File: src/pie_pkg.sv
// Package for the peripheral interrupt enable block: offsets, bit layout
// Assumes a 32-bit Avalon-MM slave with word addresses in bytes
package pie_pkg;
  localparam int unsigned PIE_AW = 12;
  localparam logic [PIE_AW-1:0] PIE_ENABLE_OFS = 12'h08c;
  localparam logic [PIE_AW-1:0] PIE_FLAGS_OFS = 12'h00c;
  localparam logic [PIE_AW-1:0] PIE_CORE_CTL_OFS = 12'h00b;
  localparam logic [PIE_AW-1:0] PIE_IRQ_STAT_OFS = 12'h100;
  localparam logic [PIE_AW-1:0] PIE_IRQ_MASK_OFS = 12'h104;
  localparam logic [7:0] PIE_ENABLE_RST = 8'h00;
  localparam logic [7:0] PIE_FLAGS_RST = 8'h00;
  localparam logic [1:0] PIE_CORE_RST = 2'h0;
  localparam int unsigned PIE_BIT_PSP = 7;
  localparam int unsigned PIE_BIT_ADC = 6;
  localparam int unsigned PIE_BIT_RX = 5;
  localparam int unsigned PIE_BIT_TX = 4;
  localparam int unsigned PIE_BIT_SSP = 3;
  localparam int unsigned PIE_BIT_CCP = 2;
  localparam int unsigned PIE_BIT_PRM = 1;
  localparam int unsigned PIE_BIT_OVF = 0;
  localparam int unsigned PIE_BIT_GIE = 7;
  localparam int unsigned PIE_BIT_PERIPHERAL_GROUP_IRQ_EN = 6;
  localparam logic [31:0] PIE_UNMAPPED = 32'h00000000;

  typedef struct packed {
    logic parallel_port_irq_en;
    logic converter_done_irq_en;
    logic serial_rx_irq_en;
    logic serial_tx_irq_en;
    logic sync_serial_irq_en;
    logic capture_compare_irq_en;
    logic period_match_irq_en;
    logic timer_overflow_irq_en;
  } pie_enable_t;

  typedef struct packed {
    logic global_irq_en;
    logic peripheral_group_irq_en;
  } pie_core_t;
endpackage

File: src/pie_gate.sv
// Gates each peripheral flag by its enable and the two core enables
// Assumes flags and enables come from logic on the same clock
`timescale 1ns/1ps
module pie_gate
  import pie_pkg::*;
(
  // Inputs
  input wire logic [7:0] flags,
  input wire pie_enable_t enable,
  input wire pie_core_t core,
  // Outputs
  output logic [7:0] pending,
  output logic core_irq
);
  always_comb begin
    pending = flags & enable;
    core_irq = core.global_irq_en & core.peripheral_group_irq_en &
               (|pending);
  end
endmodule // pie_gate

File: src/pie_top.sv
// Peripheral interrupt enable register, flags and core request
// Assumes Avalon-MM master on core_clk; source events are async pins
//
// Chosen here: the Avalon-MM register port.
`timescale 1ns/1ps
module pie_top
  import pie_pkg::*;
(
  // Clock and reset
  input wire logic core_clk,
  input wire logic rst_n,
  // Avalon-MM slave
  input wire logic [PIE_AW-1:0] avs_address,
  input wire logic avs_read,
  input wire logic avs_write,
  input wire logic [31:0] avs_writedata,
  input wire logic [3:0] avs_byteenable,
  output logic [31:0] avs_readdata,
  output logic avs_waitrequest,
  // Peripheral events, bit order as enable register
  input wire logic [7:0] source_event,
  // Interrupt outputs
  output logic core_irq_req,
  output logic irq
);
  wire logic [7:0] evt_pulse;
  pie_enable_t peripheral_irq_enable;
  pie_enable_t next_enable;
  logic [7:0] peripheral_irq_flags;
  logic [7:0] next_flags;
  pie_core_t core_irq_control;
  pie_core_t next_core;
  logic [7:0] core_word;
  logic [7:0] irq_status;
  logic [7:0] next_status;
  logic [7:0] irq_mask;
  logic [7:0] next_mask;
  logic bus_req;
  logic ack;
  logic next_ack;
  logic [31:0] read_word;
  logic [31:0] next_rdata;
  logic gate_irq;
  logic [7:0] write_byte;
  logic wr_lo;
  logic wr_enable;
  logic wr_flags;
  logic wr_core;
  logic wr_stat;
  logic wr_mask;

  // Event capture: two-flop synchroniser and edge detect per source
  for (genvar i = 0; i < 8; i++) begin : g_lane
    logic meta;
    logic stable;
    logic prev;
    always_ff @(posedge core_clk or negedge rst_n) begin
      if (!rst_n) begin
        meta <= 1'b0;
        stable <= 1'b0;
        prev <= 1'b0;
      end else begin
        meta <= source_event[i];
        stable <= meta;
        prev <= stable;
      end
    end
    assign evt_pulse[i] = stable && !prev;
  end

  // Access decode; a write lands where waitrequest is low
  always_comb begin
    write_byte = avs_writedata[7:0];
    wr_lo = avs_write && ack && avs_byteenable[0];
    wr_enable = wr_lo && (avs_address == PIE_ENABLE_OFS);
    wr_flags = wr_lo && (avs_address == PIE_FLAGS_OFS);
    wr_core = wr_lo && (avs_address == PIE_CORE_CTL_OFS);
    wr_stat = wr_lo && (avs_address == PIE_IRQ_STAT_OFS);
    wr_mask = wr_lo && (avs_address == PIE_IRQ_MASK_OFS);
  end

  // Core enables as seen in the low byte
  always_comb begin
    core_word = '0;
    core_word[PIE_BIT_GIE] = core_irq_control.global_irq_en;
    core_word[PIE_BIT_PERIPHERAL_GROUP_IRQ_EN] = core_irq_control.peripheral_group_irq_en;
  end

  // Read multiplexer, upper bytes read as zero
  always_comb begin
    unique case (avs_address)
      PIE_ENABLE_OFS: read_word = {24'h000000, peripheral_irq_enable};
      PIE_FLAGS_OFS: read_word = {24'h000000, peripheral_irq_flags};
      PIE_CORE_CTL_OFS: read_word = {24'h000000, core_word};
      PIE_IRQ_STAT_OFS: read_word = {24'h000000, irq_status};
      PIE_IRQ_MASK_OFS: read_word = {24'h000000, irq_mask};
      default: read_word = PIE_UNMAPPED;
    endcase
  end

  // Bus handshake: one wait state per transfer
  assign bus_req = avs_read || avs_write;

  always_comb begin
    next_ack = bus_req && !ack;
    next_rdata = avs_readdata;
    if (avs_read && !ack) begin
      next_rdata = read_word;
    end
  end

  always_ff @(posedge core_clk or negedge rst_n) begin
    if (!rst_n) begin
      ack <= 1'b0;
      avs_readdata <= PIE_UNMAPPED;
    end else begin
      ack <= next_ack;
      avs_readdata <= next_rdata;
    end
  end

  assign avs_waitrequest = bus_req && !ack;

  // Enable register
  always_comb begin
    next_enable = peripheral_irq_enable;
    if (wr_enable) begin
      next_enable = write_byte;
    end
  end

  always_ff @(posedge core_clk or negedge rst_n) begin
    if (!rst_n) begin
      peripheral_irq_enable <= PIE_ENABLE_RST;
    end else begin
      peripheral_irq_enable <= next_enable;
    end
  end

  // Flags: an event in the cycle of a software write wins
  always_comb begin
    next_flags = peripheral_irq_flags;
    if (wr_flags) begin
      next_flags = write_byte;
    end
    next_flags = next_flags | evt_pulse;
  end

  always_ff @(posedge core_clk or negedge rst_n) begin
    if (!rst_n) begin
      peripheral_irq_flags <= PIE_FLAGS_RST;
    end else begin
      peripheral_irq_flags <= next_flags;
    end
  end

  // Core enables
  always_comb begin
    next_core = core_irq_control;
    if (wr_core) begin
      next_core.global_irq_en = avs_writedata[PIE_BIT_GIE];
      next_core.peripheral_group_irq_en = avs_writedata[PIE_BIT_PERIPHERAL_GROUP_IRQ_EN];
    end
  end

  always_ff @(posedge core_clk or negedge rst_n) begin
    if (!rst_n) begin
      core_irq_control <= PIE_CORE_RST;
    end else begin
      core_irq_control <= next_core;
    end
  end

  // Interrupt mask
  always_comb begin
    next_mask = irq_mask;
    if (wr_mask) begin
      next_mask = write_byte;
    end
  end

  always_ff @(posedge core_clk or negedge rst_n) begin
    if (!rst_n) begin
      irq_mask <= PIE_FLAGS_RST;
    end else begin
      irq_mask <= next_mask;
    end
  end

  // Sticky status, write one to clear; a new event wins
  always_comb begin
    next_status = irq_status;
    if (wr_stat) begin
      next_status = irq_status & ~write_byte;
    end
    next_status = next_status | evt_pulse;
  end

  always_ff @(posedge core_clk or negedge rst_n) begin
    if (!rst_n) begin
      irq_status <= PIE_FLAGS_RST;
    end else begin
      irq_status <= next_status;
    end
  end

  // Core request gating
  pie_gate pie_gate_inst (
    .flags(peripheral_irq_flags),
    .enable(peripheral_irq_enable),
    .core(core_irq_control),
    .pending(),
    .core_irq(gate_irq)
  );

  // Request towards the core
  always_comb begin
    core_irq_req = gate_irq;
  end

  // Level interrupt from unmasked status
  always_comb begin
    irq = |(irq_status & irq_mask);
  end
endmodule // pie_top

File: config.mk
export PLATFORM = sky130hd
export DESIGN_NAME = pie_top
export DESIGN_NICKNAME = d
export VERILOG_FILES = /design/src/pie_pkg.sv /design/src/pie_gate.sv /design/src/pie_top.sv
export SDC_FILE = /design/constraint.sdc
export NUM_CORES = 1
export LEC_CHECK = 0
export BUFFER_PORTS_ARGS = -buffer_cell sky130_fd_sc_hd__buf_2
export CAP_MARGIN = 20
export CORE_MARGIN = 3
export CORE_UTILIZATION = 28
export DETAILED_ROUTE_END_ITERATION = 12
export PLACE_DENSITY_LB_ADDON = 0.25
export RECOVER_POWER = 25
export SETUP_SLACK_MARGIN = 0.3
export SYNTH_ARGS = -nofsm -noshare
export SYNTH_HDL_FRONTEND = slang
export SYNTH_HIERARCHICAL = 1
export SYNTH_SLANG_ARGS = --single-unit
File: constraint.sdc
create_clock -name core_clk -period 1.5 [get_ports core_clk]
set_clock_uncertainty 0.05 [all_clocks]
set_input_delay 0.15 -clock core_clk [delete_from_list [all_inputs] [get_ports core_clk]]
set_output_delay 0.15 -clock core_clk [all_outputs]
set_load 0.05 [all_outputs]
# Yosys cells after proc, flatten, opt, wreduce, memory -nomap -nowiden
# Index checks and enable logic that the tools add are counted.
# W data, S select, Z words.
[classes]
addsub = 0
mul = 0
div = 0
magnitude_cmp = 0
n_eq_ne = 5
shift = 0
n_mux = 3
bitwise = 8
n_reduce_logical = 29
[op_table]
columns = ["op", "count"]
rows = [
  ["$pmux W8 S5", 1],
  ["$and A8 B8 Y8", 3],
  ["$eq A12 B4 Y1 const B", 2],
  ["$eq A12 B9 Y1 const B", 2],
  ["$logic_and A1 B1 Y1", 17],
  ["$mux W8", 2],
  ["$or A8 B8 Y8", 2],
  ["$reduce_or A8 Y1", 2],
  ["$eq A12 B8 Y1 const B", 1],
  ["$logic_not A1 Y1", 9],
  ["$not A8 Y8", 1],
  ["$and A1 B1 Y1", 2],
  ["$logic_or A1 B1 Y1", 1],
]
[totals]
reg_bits = 91
latch_bits = 0
ramBits = 0
rom_bits = 0
inputBits = 60
mem_count = 0

# Depth between registers and ports, before layout
[depth]
depth_word = 5
depth_mapped = 6
mapped_depth_nobuf = 4

# Modules after synthesis
# The synthesis kept the hierarchy.
[by_module_without_submodules]
columns = ["mod", "n_inst", "cells_per_inst", "area_each_um2", "seq_area_each_um2"]
rows = [
  ["pie_top", 1, 260, 2982.9, 1676.6],
  ["pie_gate", 1, 13, 85.1, 0.0],
]

# Worst setup path after synthesis
# No wires, ideal clock.
[synth_path]
path_kind = "input port to flip-flop"
startpoint = "input port avs_address[5]"
endpoint = "register peripheral_irq_enable[0] in the netlist's numbering"
setup_time_ns = 0.125
t_arrival_ns = 1.890
required_time_ns = 1.325
path_slack_ns = -0.565
cell_stages = 5
path_buffers = 1
cell_sequence = "or4_1 > buf_2 > or2_4 > nor4_4 > mux2_2"
[synth_between]
elab_chain_cells = 2
[synth_lines]
columns = ["element", "line", "rtl"]
rows = [
  ["from (decl)", "pie_top.sv:13", "input wire logic [PIE_AW-1:0] avs_address,"],
  ["$eq A12 B8 Y1", "pie_top.sv:75", "wr_enable = wr_lo && (avs_address == PIE_ENABLE_OFS);"],
  ["$logic_and A1 B1 Y1", "pie_top.sv:75", ""],
  ["to (signal assigned)", "pie_top.sv:136", "peripheral_irq_enable <= next_enable;"],
  ["to (decl)", "pie_top.sv:27", "pie_enable_t peripheral_irq_enable;"],
]
# No other way between the ends.
# A chain may end at the register's enable or synchronous reset.

# Worst setup path after layout
[layout_path]
startpoint = "register peripheral_irq_enable[4] in the netlist's numbering"
endpoint = "output port core_irq_req"
[layout_between]
elab_chain_cells = 3
[layout_lines]
columns = ["element", "line", "rtl"]
rows = [
  ["$and A8 B8 Y8", "pie_gate.sv:16", "pending = flags & enable;"],
  ["named net pie_gate_inst.pending[4]", "pie_gate.sv:12", "output logic [7:0] pending,"],
  ["$reduce_or A8 Y1", "pie_gate.sv:18", "(|pending);"],
  ["$and A1 B1 Y1", "pie_gate.sv:17", "core_irq = core.global_irq_en & core.peripheral_group_irq_en &"],
  ["to (decl)", "pie_top.sv:23", "output logic core_irq_req,"],
]
# The timed path passes the listed nets, and every way through them passes these cells.

==> flow_metrics.tcl <==
set metrics [dict create \
    tightest_slew_ns 0.914 \
    hold_viol_final 0 \
    rsz0062_at_grt "true" \
    design.core.area_um2 10500 \
    fin_nets 423 \
    grt_pass1_wl_um 12300 \
    leakage_nw 1.89 \
    drv_cap 0 \
    area_delta_synth_final_pct 39.1 \
    end_kind "output port" \
    clock.fmax_mhz 592 \
    relSlewSlack_pct 39.0 \
    yosysUniqueCellTypes 37 \
    num_rows 37 \
    dp_cells 470 \
    cts_tree "built" \
    cts_root_buf "clkbuf_8" \
    cts_sinks 67 \
    die_area_um2 12200 \
    wire_per_inst_um 14.4 \
    final_max_slew_viol_count 0 \
    clock_path_buffers 2 \
    fin_area_um2 4270 \
    drc_errors 0 \
    gr-usage-met2_pct 18.8 \
    gp_congestion 0.741 \
    crit_fanout 2 \
    tns_ns -2.07 \
    hold_class "in2reg" \
    antenna_found_initial 0 \
    period_needed_ns 1.69 \
    setup_viol 28 \
    fin_ws_ns -0.189 \
    drtAntennaViolNets 0 \
    required_ns 1.30 \
    grt_use_met3_pct 3.44 \
    finalPower_mw 3.99 \
    rr_endpoint "peripheral_irq_flags[5]" \
    drive_gt1_share_pct 44.6 \
    synth-seq-cells 67 \
    clock_latency_ns 0.35 \
    seq_area_frac_synth_pct 54.6 \
    grt_pass1_vias 2341 \
    path_clk_slew_ns 0.07 \
    vias 2337 \
    layout.cells.non_filler 504 \
    cp-start-kind "flip-flop" \
    die_width_um 111 \
    grtUsageTotal_pct 12.4 \
    rr_startpoint "ack" \
    hold_start "avs_writedata[3]" \
    io_buffers 43 \
    hold_depth 3 \
    p_per_area_nw_per_um2 936 \
    grt_remaining_overflow 0 \
    vias_per_cell 4.64 \
    crit_arrival_ns 1.49 \
    synth_area_um2 3070 \
    die_h_um 111 \
    worstHoldEndpoint "peripheral_irq_flags[3]" \
    met1_usage_pct 16.9 \
    placed_cell_area_um2 3610 \
    io_pins 95 \
    violations "negative setup slack" \
    rrSetupSlack_ns -0.08 \
    diodes 0 \
    initial_utilization_pct 29.2 \
    synth.avg_cell_area_um2 11.2 \
    synthCells 273 \
    initialDrtViolationCount 68 \
    yosysWarnings 6 \
    place_ws_ns -0.553 \
    grt-busiest-layer "met2" \
    dp_hpwl_um 5160 \
    period_share_pct 113 \
    status "finished with violations" \
    cts_buffers 9 \
    critPathKind "reg2out" \
    first_pass_iters 4 \
    reg2reg_depth 5 \
    cts-htree-levels 3 \
    wirelength_um 7270 \
    vdd_ir_drop_max_v 0.000522 \
    grt_max_degree 68 \
]
## power by group
group / switching [mW] / leakage, nW / internal, mW
Sequential: 0.0128 / 0.795 / 1.84
Combinational: 0.320 / 0.982 / 0.162
Clock: 0.724 / 0.109 / 0.932
## cell usage in the layout (no fill, tap or decap), types with 6 or more instances in the layout
cell,n
dfrtp_1,67
buf_2,33
buf_4,27
nand2_1,24
conb_1,24
nor2b_1,16
nor2_1,16
buf_6,15
mux2_2,10
mux2_4,10
clkbuf_8,9
dlygate4sd3_1,9
a31oi_1,8
a21oi_2,8
o21ai_2,7
and2_1,7
o21ai_1,7
a32oi_1,7
mux2i_1,6
o22ai_1,6
## worst max path at each step
stage | start | to | slack (ns)
CTS | peripheral_irq_flags[6] | core_irq_req | -0.22
floorplan | avs_address[5] | peripheral_irq_enable[0] | -0.56
global placement | avs_address[5] | peripheral_irq_flags[7] | -0.52
detailed placement | avs_address[5] | peripheral_irq_flags[7] | -0.55
global route | peripheral_irq_flags[3] | core_irq_req | -0.24
finish | peripheral_irq_enable[4] | core_irq_req | -0.19
## synthesized netlist by cell type, drive strengths merged
master | n | share of area, %
mux2i | 6 | 2.0
or4b | 2 | 0.65
nand4 | 1 | 0.20
dfrtp | 67 | 55
a31oi | 9 | 1.8
nor2b | 16 | 3.3
a2bb2oi | 2 | 0.57
a32oi | 8 | 2.3
nand3 | 2 | 0.49
nand2b | 1 | 0.20
nor4b | 2 | 0.57
nor4 | 5 | 2.4
or3 | 1 | 0.20
nand4b | 2 | 0.57
o31ai | 1 | 0.24
nor2 | 18 | 2.2
nor3 | 2 | 0.33
mux2 | 20 | 7.3
clkbuf | 7 | 0.86
and2 | 9 | 2.0
o21ai | 14 | 2.3
buf | 27 | 6.3
a22oi | 4 | 0.98
or2 | 4 | 0.90
a21oi | 8 | 1.3
nand2 | 24 | 2.9
or4 | 2 | 0.49
conb | 1 | 0.12
a221o | 2 | 0.65
o22ai | 6 | 1.2
## metrics by stage
stage / utilization (%) / hold WS (ns)
2_1_floorplan: - / -0.196
3_3_place_gp: 34.3 / 0.149
3_5_place_dp: 34.3 / 0.151
4_1_cts: 39.7 / 0.0178
5_1_grt: 40.6 / 0.0335
6_report: 40.6 / 0.0352
## worst max-delay path, stage by stage, from the launching register on
cell	delay (ns)
dfrtp_1	0.39
and2_4	0.17
nor4_4	0.30
a31oi_4	0.11
buf_6	0.16
## what timing repair did
item | CTS | global route
setup buffers | 6 | 3
hold buffers | 9 | 0
endpoints found under the setup margin | 45 | 50
gates cloned | 0 | 0
gates resized for setup | 58 | 20
pin swaps | 15 | 15
endpoints found under the hold margin | 75 | 0
## sequential cells by signal, indices dropped and copies added (netlist names), 8 cells and up
register	cells
avs_readdata	8
g_lane.meta	8
g_lane.prev	8
g_lane.stable	8
irq_mask	8
irq_status	8
peripheral_irq_enable	8
peripheral_irq_flags	8
## logic make-up after synthesis
logic type | Yosys count | share of synthesized area, %
other | 1 | 0.122
and+or+nand+nor | 91 | 17.4
buffers and inverters | 34 | 7.14
DFF | 67 | 54.6
muxes | 26 | 9.30
AOI/OAI and AO/OA | 54 | 11.4
## area by class of cell
type / count / area (um2)
sequential: 67 / 1680
timing repair buffer: 90 / 679
clock buffer: 9 / 124
fill: 1023 / 6240
tap: 136 / 170
clock inverter: 7 / 91.3
multi-input combinational: 195 / 1530
## metal layers
metal / share of wire (%) / wire length, um
met5: 0 / 0
met4: 1.9 / 139
met3: 5.4 / 393
met2: 47 / 3400
met1: 46 / 3330
No activity file was read; power rests on OpenSTA's default activity.
